[config.mk]
export PLATFORM = sky130hd
export DESIGN_NAME = lvds_ddr_input_capture
export DESIGN_NICKNAME = d
export VERILOG_FILES = /design/src/verilog/ddr_capture_pkg.sv /design/src/verilog/lvds_ddr_input_capture.sv /design/src/verilog/sync_two_stage.sv
export SDC_FILE = /design/constraint.sdc
export NUM_CORES = 1
export LEC_CHECK = 0
export ABC_AREA = 1
export BUFFER_PORTS_ARGS = -buffer_cell sky130_fd_sc_hd__buf_2
export CAP_MARGIN = 15
export CORE_AREA = 2 2 106 108
export DETAILED_ROUTE_END_ITERATION = 7
export DIE_AREA = 0 0 108 110
export PLACE_DENSITY = 0.74
export SYNTH_ARGS = -nofsm -noshare
export SYNTH_HDL_FRONTEND = slang
export SYNTH_SLANG_ARGS = --single-unit
export TNS_END_PERCENT = 10
[constraint.sdc]
create_clock -name clk -period 1.44 [get_ports clk]
set_input_delay 0.144 -clock clk [delete_from_list [all_inputs] [get_ports clk]]
set_output_delay 0.144 -clock clk [all_outputs]
set_load 0.05 [all_outputs]
[src/verilog/ddr_capture_pkg.sv]
// Constants shared by the DDR input capture block
package ddr_capture_pkg;

   // ==========================================================
   // Widths
   localparam int LANES = 16;
   localparam int ADDR_W = 8;
   localparam int DATA_W = 16;
   localparam int EVT_W = 2;
   localparam int FS_W = 4;

   // ==========================================================
   // Register offsets
   localparam logic [7:0] OFS_INTERFACE_SETUP = 8'h00;
   localparam logic [7:0] OFS_GENERAL_SETUP = 8'h01;
   localparam logic [7:0] OFS_ALARM_MASK = 8'h02;
   localparam logic [7:0] OFS_OUTPUT_SETUP = 8'h03;
   localparam logic [7:0] OFS_REFERENCE_SETUP = 8'h04;
   localparam logic [7:0] OFS_EVENT_STATUS = 8'h05;
   localparam logic [7:0] OFS_EVENT_CLEAR = 8'h06;
   localparam logic [7:0] OFS_EVENT_ENABLE = 8'h07;
   localparam logic [7:0] OFS_LAST_WORD = 8'h08;
   localparam logic [7:0] OFS_LINK_STATUS = 8'h09;

   // ==========================================================
   // Field positions
   localparam int IFC_FLIP_BIT = 0;
   localparam int IFC_SYNC_BIT = 1;
   localparam int GEN_POL_BIT = 0;
   localparam int OUT_TXEN_BIT = 0;
   localparam int OUT_FS_LSB = 12;
   localparam int OUT_FS_MSB = 15;
   localparam int REF_EXT_BIT = 0;
   localparam int EVT_FRAME_BIT = 0;
   localparam int EVT_PARITY_BIT = 1;
   localparam int LINK_TXON_BIT = 0;
   localparam int LINK_REFIN_BIT = 1;
   localparam int LINK_FRAME_BIT = 2;

   // ==========================================================
   // Reset values
   localparam logic FLIP_RST = 1'b0;
   localparam logic SYNC_SEL_RST = 1'b0;
   localparam logic ALARM_POL_RST = 1'b0;
   localparam logic [1:0] ALARM_MASK_RST = 2'h0;
   localparam logic [3:0] FS_CODE_RST = 4'hF;
   localparam logic TX_SOFT_RST = 1'b0;
   localparam logic EXT_REF_RST = 1'b0;
   localparam logic [1:0] EVT_EN_RST = 2'h0;
   localparam logic INTERNAL_REF_LEVEL = 1'b1;

endpackage : ddr_capture_pkg

[src/verilog/lvds_ddr_input_capture.sv]
// DDR input capture of the data lanes and frame marker, with setup registers
//
// Design decisions made here: the register offsets and the plain strobed port.
`timescale 1ns/1ps

module lvds_ddr_input_capture (
   // Clock and reset
   input wire logic clk,
   input wire logic reset_n,
   // Register port
   input wire logic [7:0] reg_addr,
   input wire logic [15:0] reg_wdata,
   input wire logic reg_wr,
   input wire logic reg_rd,
   output logic [15:0] reg_rdata,
   // Link pins
   input wire logic [15:0] link_data,
   input wire logic frame_marker,
   input wire logic ddr_capture_clock,
   // Control pins
   input wire logic tx_enable_pin,
   input wire logic chip_clear_n,
   // Reference pin
   input wire logic reference_io_pin_in,
   output logic reference_io_pin_out,
   output logic reference_io_pin_oe_n,
   // Captured stream
   output logic [15:0] word_data,
   output logic word_valid,
   output logic word_is_fall,
   output logic parity_bit,
   output logic frame_start,
   output logic fifo_ptr_reset,
   output logic sync_pulse,
   // Converter control
   output logic [3:0] fullscale_current_code,
   // Alarm and interrupt
   output logic alarm,
   output logic irq
);

   // ==========================================================
   // Input synchronisers
   logic [15:0] data_s;
   logic link_clk_s, frame_s, tx_pin_s, clear_s, ref_in_s, chip_clear_req;

   assign chip_clear_req = ~chip_clear_n;

   sync_two_stage #(.WIDTH(ddr_capture_pkg::LANES)) u_sync_data (
      .clk(clk), .reset_n(reset_n), .async_in(link_data), .sync_out(data_s)
   );
   sync_two_stage #(.WIDTH(1)) u_sync_link_clk (
      .clk(clk), .reset_n(reset_n), .async_in(ddr_capture_clock), .sync_out(link_clk_s)
   );
   sync_two_stage #(.WIDTH(1)) u_sync_frame (
      .clk(clk), .reset_n(reset_n), .async_in(frame_marker), .sync_out(frame_s)
   );
   sync_two_stage #(.WIDTH(1)) u_sync_tx_pin (
      .clk(clk), .reset_n(reset_n), .async_in(tx_enable_pin), .sync_out(tx_pin_s)
   );
   sync_two_stage #(.WIDTH(1)) u_sync_clear (
      .clk(clk), .reset_n(reset_n), .async_in(chip_clear_req), .sync_out(clear_s)
   );
   sync_two_stage #(.WIDTH(1)) u_sync_ref (
      .clk(clk), .reset_n(reset_n), .async_in(reference_io_pin_in), .sync_out(ref_in_s)
   );

   // ==========================================================
   // Programming registers
   logic flip_ff, sync_sel_ff, alarm_pol_ff, tx_soft_ff, ext_ref_ff;
   logic [1:0] mask_ff, evt_en_ff, status_ff;
   logic [3:0] fs_code_ff;

   logic wr_ifc, wr_gen, wr_mask, wr_out, wr_ref, wr_clr, wr_en;

   assign wr_ifc = reg_wr & (reg_addr == ddr_capture_pkg::OFS_INTERFACE_SETUP);
   assign wr_gen = reg_wr & (reg_addr == ddr_capture_pkg::OFS_GENERAL_SETUP);
   assign wr_mask = reg_wr & (reg_addr == ddr_capture_pkg::OFS_ALARM_MASK);
   assign wr_out = reg_wr & (reg_addr == ddr_capture_pkg::OFS_OUTPUT_SETUP);
   assign wr_ref = reg_wr & (reg_addr == ddr_capture_pkg::OFS_REFERENCE_SETUP);
   assign wr_clr = reg_wr & (reg_addr == ddr_capture_pkg::OFS_EVENT_CLEAR);
   assign wr_en = reg_wr & (reg_addr == ddr_capture_pkg::OFS_EVENT_ENABLE);

   // Chip clear outranks any write in the same cycle
   always_ff @(posedge clk or negedge reset_n) begin
      if (!reset_n) begin
         flip_ff <= ddr_capture_pkg::FLIP_RST;
         sync_sel_ff <= ddr_capture_pkg::SYNC_SEL_RST;
         alarm_pol_ff <= ddr_capture_pkg::ALARM_POL_RST;
         mask_ff <= ddr_capture_pkg::ALARM_MASK_RST;
      end else if (clear_s) begin
         flip_ff <= ddr_capture_pkg::FLIP_RST;
         sync_sel_ff <= ddr_capture_pkg::SYNC_SEL_RST;
         alarm_pol_ff <= ddr_capture_pkg::ALARM_POL_RST;
         mask_ff <= ddr_capture_pkg::ALARM_MASK_RST;
      end else begin
         if (wr_ifc) begin
            flip_ff <= reg_wdata[ddr_capture_pkg::IFC_FLIP_BIT];
            sync_sel_ff <= reg_wdata[ddr_capture_pkg::IFC_SYNC_BIT];
         end
         if (wr_gen) begin
            alarm_pol_ff <= reg_wdata[ddr_capture_pkg::GEN_POL_BIT];
         end
         if (wr_mask) begin
            mask_ff <= reg_wdata[ddr_capture_pkg::EVT_W-1:0];
         end
      end
   end

   always_ff @(posedge clk or negedge reset_n) begin
      if (!reset_n) begin
         fs_code_ff <= ddr_capture_pkg::FS_CODE_RST;
         tx_soft_ff <= ddr_capture_pkg::TX_SOFT_RST;
         ext_ref_ff <= ddr_capture_pkg::EXT_REF_RST;
         evt_en_ff <= ddr_capture_pkg::EVT_EN_RST;
      end else if (clear_s) begin
         fs_code_ff <= ddr_capture_pkg::FS_CODE_RST;
         tx_soft_ff <= ddr_capture_pkg::TX_SOFT_RST;
         ext_ref_ff <= ddr_capture_pkg::EXT_REF_RST;
         evt_en_ff <= ddr_capture_pkg::EVT_EN_RST;
      end else begin
         if (wr_out) begin
            fs_code_ff <= reg_wdata[ddr_capture_pkg::OUT_FS_MSB:ddr_capture_pkg::OUT_FS_LSB];
            tx_soft_ff <= reg_wdata[ddr_capture_pkg::OUT_TXEN_BIT];
         end
         if (wr_ref) begin
            ext_ref_ff <= reg_wdata[ddr_capture_pkg::REF_EXT_BIT];
         end
         if (wr_en) begin
            evt_en_ff <= reg_wdata[ddr_capture_pkg::EVT_W-1:0];
         end
      end
   end

   // ==========================================================
   // Link edge detection and capture
   logic link_clk_prev_ff, rise_det, fall_det, tx_on, take_rise, take_fall;
   logic pair_open_ff, nxt_pair_open, frame_hi_ff;
   logic [15:0] data_rev, data_ord, rise_word_ff;

   // Link clock is oversampled: 200 ns period gives eight system clocks
   assign rise_det = link_clk_s & ~link_clk_prev_ff;
   assign fall_det = ~link_clk_s & link_clk_prev_ff;
   assign tx_on = tx_soft_ff | tx_pin_s;

   for (genvar i = 0; i < ddr_capture_pkg::LANES; i++) begin : g_rev
      assign data_rev[i] = data_s[ddr_capture_pkg::LANES-1-i];
   end

   assign data_ord = flip_ff ? data_rev : data_s;
   assign take_rise = rise_det & tx_on;
   assign take_fall = fall_det & tx_on & pair_open_ff;

   // A falling word without its rising partner is dropped to keep pairs whole
   assign nxt_pair_open = take_rise ? 1'b1 : ((take_fall | ~tx_on) ? 1'b0 : pair_open_ff);

   always_ff @(posedge clk or negedge reset_n) begin
      if (!reset_n) begin
         link_clk_prev_ff <= 1'b0;
         pair_open_ff <= 1'b0;
         rise_word_ff <= 16'h0000;
         frame_hi_ff <= 1'b0;
      end else begin
         link_clk_prev_ff <= link_clk_s;
         pair_open_ff <= nxt_pair_open;
         if (take_rise) begin
            rise_word_ff <= data_ord;
            frame_hi_ff <= frame_s;
         end
      end
   end

   // ==========================================================
   // Frame and parity
   logic new_frame, pair_parity, parity_bad;
   logic [1:0] evt_set;

   assign new_frame = take_rise & frame_s & ~frame_hi_ff;
   assign pair_parity = ^{rise_word_ff, data_ord};
   assign parity_bad = take_fall & (frame_s != pair_parity);
   assign evt_set = {parity_bad, new_frame};

   // ==========================================================
   // Captured stream outputs
   logic [15:0] word_data_ff, nxt_word_data;
   logic word_valid_ff, word_is_fall_ff, nxt_word_is_fall, parity_bit_ff;
   logic frame_start_ff, fifo_ptr_reset_ff, sync_pulse_ff;

   // Disabled datapath is held at zero so stale samples never leak
   assign nxt_word_data = !tx_on ? 16'h0000 :
                          ((take_rise | take_fall) ? data_ord : word_data_ff);
   assign nxt_word_is_fall = take_fall ? 1'b1 : (take_rise ? 1'b0 : word_is_fall_ff);

   always_ff @(posedge clk or negedge reset_n) begin
      if (!reset_n) begin
         word_data_ff <= 16'h0000;
         word_valid_ff <= 1'b0;
         word_is_fall_ff <= 1'b0;
         parity_bit_ff <= 1'b0;
         frame_start_ff <= 1'b0;
         fifo_ptr_reset_ff <= 1'b0;
         sync_pulse_ff <= 1'b0;
      end else begin
         word_data_ff <= nxt_word_data;
         word_valid_ff <= take_rise | take_fall;
         word_is_fall_ff <= nxt_word_is_fall;
         if (take_fall) begin
            parity_bit_ff <= frame_s;
         end
         frame_start_ff <= new_frame;
         fifo_ptr_reset_ff <= new_frame & ~sync_sel_ff;
         sync_pulse_ff <= new_frame & sync_sel_ff;
      end
   end

   // ==========================================================
   // Events, alarm and interrupt
   logic [1:0] clr_bits, nxt_status;
   logic alarm_active, alarm_ff, irq_ff, ref_out_ff, ref_oe_n_ff;

   assign clr_bits = wr_clr ? reg_wdata[ddr_capture_pkg::EVT_W-1:0] : 2'h0;
   // New events win over a clear in the same cycle
   assign nxt_status = (status_ff & ~clr_bits) | evt_set;
   assign alarm_active = |(status_ff & mask_ff);

   always_ff @(posedge clk or negedge reset_n) begin
      if (!reset_n) begin
         status_ff <= 2'h0;
         alarm_ff <= 1'b1;
         irq_ff <= 1'b0;
         ref_out_ff <= 1'b0;
         ref_oe_n_ff <= 1'b1;
      end else begin
         status_ff <= nxt_status;
         alarm_ff <= alarm_pol_ff ? alarm_active : ~alarm_active;
         irq_ff <= |(status_ff & evt_en_ff);
         ref_out_ff <= ddr_capture_pkg::INTERNAL_REF_LEVEL;
         ref_oe_n_ff <= ext_ref_ff;
      end
   end

   // ==========================================================
   // Read back
   logic [15:0] rd_ifc, rd_gen, rd_mask, rd_out, rd_ref, rd_status, rd_en, rd_link;
   logic [15:0] rd_mux, rdata_ff;

   assign rd_ifc = ({15'h0000, flip_ff} << ddr_capture_pkg::IFC_FLIP_BIT) |
                   ({15'h0000, sync_sel_ff} << ddr_capture_pkg::IFC_SYNC_BIT);
   assign rd_gen = {15'h0000, alarm_pol_ff} << ddr_capture_pkg::GEN_POL_BIT;
   assign rd_mask = {14'h0000, mask_ff};
   assign rd_out = ({12'h000, fs_code_ff} << ddr_capture_pkg::OUT_FS_LSB) |
                   ({15'h0000, tx_soft_ff} << ddr_capture_pkg::OUT_TXEN_BIT);
   assign rd_ref = {15'h0000, ext_ref_ff} << ddr_capture_pkg::REF_EXT_BIT;
   assign rd_status = {14'h0000, status_ff};
   assign rd_en = {14'h0000, evt_en_ff};
   assign rd_link = ({15'h0000, tx_on} << ddr_capture_pkg::LINK_TXON_BIT) |
                    ({15'h0000, ref_in_s} << ddr_capture_pkg::LINK_REFIN_BIT) |
                    ({15'h0000, frame_hi_ff} << ddr_capture_pkg::LINK_FRAME_BIT);

   // Unmapped and write-only offsets read as zero
   assign rd_mux =
      (reg_addr == ddr_capture_pkg::OFS_INTERFACE_SETUP) ? rd_ifc :
      (reg_addr == ddr_capture_pkg::OFS_GENERAL_SETUP) ? rd_gen :
      (reg_addr == ddr_capture_pkg::OFS_ALARM_MASK) ? rd_mask :
      (reg_addr == ddr_capture_pkg::OFS_OUTPUT_SETUP) ? rd_out :
      (reg_addr == ddr_capture_pkg::OFS_REFERENCE_SETUP) ? rd_ref :
      (reg_addr == ddr_capture_pkg::OFS_EVENT_STATUS) ? rd_status :
      (reg_addr == ddr_capture_pkg::OFS_EVENT_ENABLE) ? rd_en :
      (reg_addr == ddr_capture_pkg::OFS_LAST_WORD) ? rise_word_ff :
      (reg_addr == ddr_capture_pkg::OFS_LINK_STATUS) ? rd_link : 16'h0000;

   always_ff @(posedge clk or negedge reset_n) begin
      if (!reset_n) begin
         rdata_ff <= 16'h0000;
      end else begin
         rdata_ff <= reg_rd ? rd_mux : 16'h0000;
      end
   end

   // ==========================================================
   // Output ports
   assign reg_rdata = rdata_ff;
   assign word_data = word_data_ff;
   assign word_valid = word_valid_ff;
   assign word_is_fall = word_is_fall_ff;
   assign parity_bit = parity_bit_ff;
   assign frame_start = frame_start_ff;
   assign fifo_ptr_reset = fifo_ptr_reset_ff;
   assign sync_pulse = sync_pulse_ff;
   assign fullscale_current_code = fs_code_ff;
   assign alarm = alarm_ff;
   assign irq = irq_ff;
   assign reference_io_pin_out = ref_out_ff;
   assign reference_io_pin_oe_n = ref_oe_n_ff;
endmodule : lvds_ddr_input_capture

[src/verilog/sync_two_stage.sv]
// Two flip-flop synchroniser for inputs from outside the clock domain
`timescale 1ns/1ps

module sync_two_stage #(
   parameter int WIDTH = 1
) (
   // Clock and reset
   input wire logic clk,
   input wire logic reset_n,
   // Signals
   input wire logic [WIDTH-1:0] async_in,
   output logic [WIDTH-1:0] sync_out
);

   logic [WIDTH-1:0] meta_ff;
   logic [WIDTH-1:0] sync_ff;

   always_ff @(posedge clk or negedge reset_n) begin
      if (!reset_n) begin
         meta_ff <= '0;
         sync_ff <= '0;
      end else begin
         meta_ff <= async_in;
         sync_ff <= meta_ff;
      end
   end

   assign sync_out = sync_ff;

endmodule : sync_two_stage

Word-level counts from Yosys, hierarchy flattened. Cells that the tools add are included.

Register bits after elaboration: 118. Output and inout bits: 46.

Equality and inequality tests: 11. Muxes and demuxes: 35. Bitwise operators: 36. Reduce and logical (&&, ||, !) cells: 12.

Operator list (count): 2-to-1 mux 16 bit (12); == test 8 x 3 -> 1 bit, second input constant (4); XOR reduction 32 bit (1); AND 1 bit (17); == test 8 x 2 -> 1 bit, second input constant (2); == test 8 x 4 -> 1 bit, second input constant (2); OR 16 x 1 -> 16 bit (1); nonzero test 2 bit (8); 2-to-1 mux 1 bit (15); 2-to-1 mux 2 bit (5); == test 8 x 1 -> 1 bit, second input constant (1); zero test 8 bit (1); 2-to-1 mux 4 bit (2); NOT 1 bit (7); AND 2 bit (3); OR 1 x 2 -> 2 bit (2); OR reduction 2 bit (2); 2-to-1 mux 3 bit (1); OR 1 bit (3); OR 2 x 3 -> 3 bit (1); inequality test 2 x 1 -> 1 bit, second input constant (1); NOT 2 bit (1); OR 2 bit (1); inequality test 1 bit (1).

Depth between registers and ports, before layout.
Depth after elaboration: 13. Depth in mapped cells: 17.

By module. From an unflattened synthesis, not the netlist that was laid out.

Cell total of the unflattened synthesis: 671. Area total of the unflattened synthesis: 5321.4 um^2.

Modules (own cells, without submodules): lvds_ddr_input_capture (times used 1, cells an instance 629, area each 4270.3 um^2, sequential area each 1909.3 um^2); sync_two_stage (u_sync_data) (times used 1, cells an instance 32, area each 800.8 um^2, sequential area each 800.8 um^2); sync_two_stage (u_sync_clear ...) (times used 5, cells an instance 2, area each 50.0 um^2, sequential area each 50.0 um^2).

Worst setup path after synthesis. No wires, ideal clock.

Kind: register -> register. Start: register flip_ff. End: register status_ff[1]. Library setup time: 121 ps. Arrival time: 1388 ps. Slack: -68 ps. Cell stages (with the launch flop): 17. Path buffers: 2. Period minus slack after synthesis: 1508 ps. Cell sequence: dfrtp_1 -> buf_6 -> inv_4 -> buf_6 -> nand2_1 -> nand2_1 -> nand2_1 -> nand2_1 -> nand2_1 -> nand2_1 -> nand2_1 -> nand3_1 -> nand2_1 -> inv_1 -> nand2_1 -> nand3_1 -> nand2_1.

Longest elaborated chain between the ends: 5.

RTL lines: start, declared (line lvds_ddr_input_capture.sv:70) `logic flip_ff, sync_sel_ff, alarm_pol_ff, tx_soft_ff, ext_ref_ff;`; start signal, assigned (line lvds_ddr_input_capture.sv:87) `flip_ff <= ddr_capture_pkg::FLIP_RST;`; start signal, assigned (line lvds_ddr_input_capture.sv:92) `flip_ff <= ddr_capture_pkg::FLIP_RST;`; start signal, assigned (line lvds_ddr_input_capture.sv:98) `flip_ff <= reg_wdata[ddr_capture_pkg::IFC_FLIP_BIT];`; 2-to-1 mux 16 bit (line lvds_ddr_input_capture.sv:150) `assign data_ord = flip_ff ? data_rev : data_s;`; XOR reduction 32 bit (line lvds_ddr_input_capture.sv:179) `assign pair_parity = ^{rise_word_ff, data_ord};`; inequality test 1 bit (line lvds_ddr_input_capture.sv:180) `assign parity_bad = take_fall & (frame_s != pair_parity);`; AND 1 bit (line lvds_ddr_input_capture.sv:180); OR 2 bit (line lvds_ddr_input_capture.sv:223) `assign nxt_status = (status_ff & ~clr_bits) | evt_set;`; named net nxt_status[1] (line lvds_ddr_input_capture.sv:218) `logic [1:0] clr_bits, nxt_status;`; end signal, assigned (line lvds_ddr_input_capture.sv:234) `status_ff <= nxt_status;`; end, declared (line lvds_ddr_input_capture.sv:71) `logic [1:0] mask_ff, evt_en_ff, status_ff;`.

The timed path passes the listed nets, and every way through them passes these cells. A chain may end at the register's enable or synchronous reset.

Final worst setup path. Same ends and word-level chain as after synthesis.

==> results.md <==
* Period utilization at 1.26
* Die Wd at 108 microns
* DR iter-0 viols at 413
* Post-DRT Antenna Nets at 0
* DR DRC count at 0
* Number of vias per cell at 5.01
* Final Skew at 7.39 ps
* Switching part of the total power at 0.316
* Final setup margin at -375 ps
* Status: finished with violations
* CTS buffer count at 17
* # nets final at 902
* Distinct cell type count after synthesis at 32
* First-pass GRT wire length at 22000 microns
* Psw at 3.04 mW
* Global route overflow at 0
* Area share of the largest cell type after synthesis at 0.533
* Synth Register Bits at 118
* Crit path kind: register to register
* Comb pwr share at 0.203
* Largest net degree at the start of global routing at 48
* Initial antenna violation count at 0
* CTS root buf: clkbuf_8
* Max_cap viols at 0
* Later-pin clock latency in the skew report at 530 ps
* Port buffer count at 84
* Peak supply drop at 1.03 mV
* Cell area power density at 1250 nW/um^2
* Pleak at 4.12 nW
* Hold WC Path Type: input port to register
* WL final at 14700 microns
* Critical Path Start Type: register
* Syn Nets at 700
* CP top delay family: simple AND/OR/NAND/NOR gates
* Clk pwr share at 0.404
* Final core occ at 0.720
* Area contributors post-synth: dfrtp_1, nand2_1, inv_1, o21ai_0, dfstp_2
* Synth warn at 0
* Fillers at 754
* Synthesized area per cell at 8.08 sq um
* Total GRT Usage at 0.241
* DR vias at 5041
* Min Tclk post-route at 1820 ps
* Antenna cell count at 0
* DIE AREA at 11900 sq um
* Critical Path Fanout Max at 24
* Max H-tree Level at 4
* Design Power at 9.62 mW
* Vias in the first global route at 4773
* Cell internal pwr at 6.58 mW
* Core Area at 10700 sq um
* F_max at 551 MHz
* Synthesized area at 5260 sq um
* Setup crit end kind: register
* Failing checks: setup timing
* Commonest non-fill, non-tap cell in the layout: nand2_1
* Setup TNS at -382 ps
* CP max stage delay at 440 ps
* Reg clk slew, reported paths at 60 ps
* Most frequent cells in the layout: nand2_1, dfrtp_1, buf_4, buf_2, inv_1
* TritonRoute pass-1 iters at 5
* Crit path DAT at 2220 ps
* Row count at 38
* Initial Utilization at 0.491
* Share of layout cells above drive strength 1 at 0.336
* Worst path most repeated cell: nand2_1
* Buf+Inv Stages, Crit Path at 1
* WP data required at 1840 ps
* CTS sink count at 118
* Die height at 110 microns
* Worst slack, placed at -314 ps
* Final Max Slew Viols at 0
* Area Overhead vs Synth at 46.5%
* Part of the Yosys area used for sequential elements at 0.563
* Num ports at 95
* Crit-path cells: buf_12 > o21ai_2 > nand2_1 > nand2_1 > nand2_1 > nand2_1 > nand2_1 > nand2_1 > nand2_1 > nand2_1 > nand2_2 > nand3_2 > nand2_1
* CTS tree: built
* # setup viols final at 2
* RSZ-0062 raised after global routing: true
* Drt wl/cell at 14.6 microns
* Worst path slowest cell: dfrtp_2
* Final GP Congestion at 0.899
* Synth area leader: dfrtp_1
* Clock buffer depth at 2
* Syn Inst Count at 651
* Reg power frac at 0.393
* Final count of hold timing violations at 0
* Post-DP HPWL at 9040 microns
routing by layer:
| metal | wire length [microns] | vias to the layer above | track usage |
|---|---|---|---|
| li1 | - | 2443 | - |
| met1 | 6050 | 2376 | 0.301 |
| met2 | 7480 | 181 | 0.417 |
| met3 | 737 | 41 | 0.0476 |
| met4 | 439 | 0 | 0.0916 |
| met5 | 0 | - | 0 |
stage by stage:
stage	std cells	cell area, sq um	hold WS, ps
after CTS	993	7290	30.5
after global placement	931	6360	37.9
final	1006	7700	31.1
after floorplan	651	5270	-152
after detailed placement	931	6360	41.3
after global routing	1006	7700	62.3
registers in the layout, summed over array words and instances (netlist names), 2 cells and up:
signal,flops
reg_rdata,16
status_ff,2
mask_ff,2
u_sync_data.sync_out,16
u_sync_data.meta_ff,16
evt_en_ff,2
fullscale_current_code,4
rise_word_ff,16
word_data,16
area by class of cell:
type / count / area [sq um] / share of cell area
Sequential cell: 118 / 2960 / 0.385
Multi-Input combinational cell: 450 / 2250 / 0.292
Timing Repair Buffer: 196 / 1480 / 0.192
Clock buffer: 17 / 414 / 0.0538
Inverter: 68 / 268 / 0.0348
Tap cell: 140 / 175 / 0.0227
Clock inverter: 15 / 134 / 0.0174
Timing Repair inverter: 2 / 20.0 / 0.00260
Yosys cell counts:
| cell type | n |
|---|---|
| dfstp_2 | 6 |
| o211ai_1 | 2 |
| o22ai_1 | 1 |
| a21oi_1 | 15 |
| clkinv_1 | 2 |
| o21ai_0 | 45 |
| xor2_1 | 4 |
| nor3_2 | 1 |
| mux2i_1 | 2 |
| a22o_1 | 1 |
| dfrtp_1 | 112 |
| nand2_1 | 291 |
| buf_6 | 5 |
| inv_2 | 1 |
| o41ai_1 | 1 |
| nand2_2 | 2 |
| a31o_2 | 1 |
| o21ai_1 | 11 |
| nand3_1 | 27 |
| buf_4 | 2 |
| inv_1 | 64 |
| nor2_4 | 1 |
| xnor2_1 | 5 |
| a31oi_1 | 1 |
| buf_2 | 2 |
| clkbuf_1 | 6 |
| conb_1 | 1 |
| nor2_1 | 24 |
| nor3_1 | 12 |
| inv_4 | 1 |
| nor2_2 | 1 |
| or2_2 | 1 |
tightest hold or removal path, delay by kind of cell:
family	cells	cell delay, ps
buffers and inverters	2	180
multiplexers	1	120
AO/OA/AOI/OAI	1	90
repair_timing:
| item | 4_1_cts | 5_1_grt |
|---|---|---|
| hold buffers | 29 | 0 |
| endpoints found under the setup margin | 24 | 20 |
| pin swaps | 3 | 39 |
| cloned | 0 | 4 |
| resized for setup | 30 | 89 |
| hold endpoints to repair | 143 | 0 |
| setup buffers | 1 | 9 |
power by group through the flow:
stage	Sequential, mW	Combinational (mW)	Clock (mW)
2_1_floorplan	4.11	0.813	0
3_3_place_gp	3.81	1.66	0
3_5_place_dp	3.82	1.73	0
4_1_cts	3.77	1.83	3.91
5_1_grt	3.81	2.16	4.08
6_report	3.78	1.95	3.89
path summary, 6_finish.rpt:
| path | startpoint | end | slack [ps] | cells after the start |
|---|---|---|---|---|
| worst max-delay path | flip_ff$_DFFE_PN0P_ | status_ff[1]$_DFF_PN0_ | -380 | 13 |
| worst min-delay path | reg_wr | alarm_pol_ff$_DFFE_PN0P_ | 30 | 4 |
| worst max register to register | flip_ff$_DFFE_PN0P_ | status_ff[1]$_DFF_PN0_ | -380 | 13 |
| worst min register to register | u_sync_data.meta_ff[12]$_DFF_PN0_ | u_sync_data.sync_out[12]$_DFF_PN0_ | 340 | 0 |
| max in group asynchronous | reset_n | fullscale_current_code[3]$_DFFE_PN1P_ | 810 | 3 |
| min in group asynchronous | reset_n | u_sync_link_clk.meta_ff$_DFF_PN0_ | 40 | 2 |
kinds of logic (layout without fill, tap and decap cells):
kind of cell / Yosys count / count (layout) / share of synthesized area
flops: 118 / 118 / 0.563
simple gates: 360 / 360 / 0.271
buf+inv: 83 / 298 / 0.0688
mux: 2 / 2 / 0.00381
compound gates: 78 / 78 / 0.0778
xor+xnor: 9 / 9 / 0.0150
other cells: 1 / 1 / 0.000713
No activity file was read; power rests on OpenSTA's default activity.
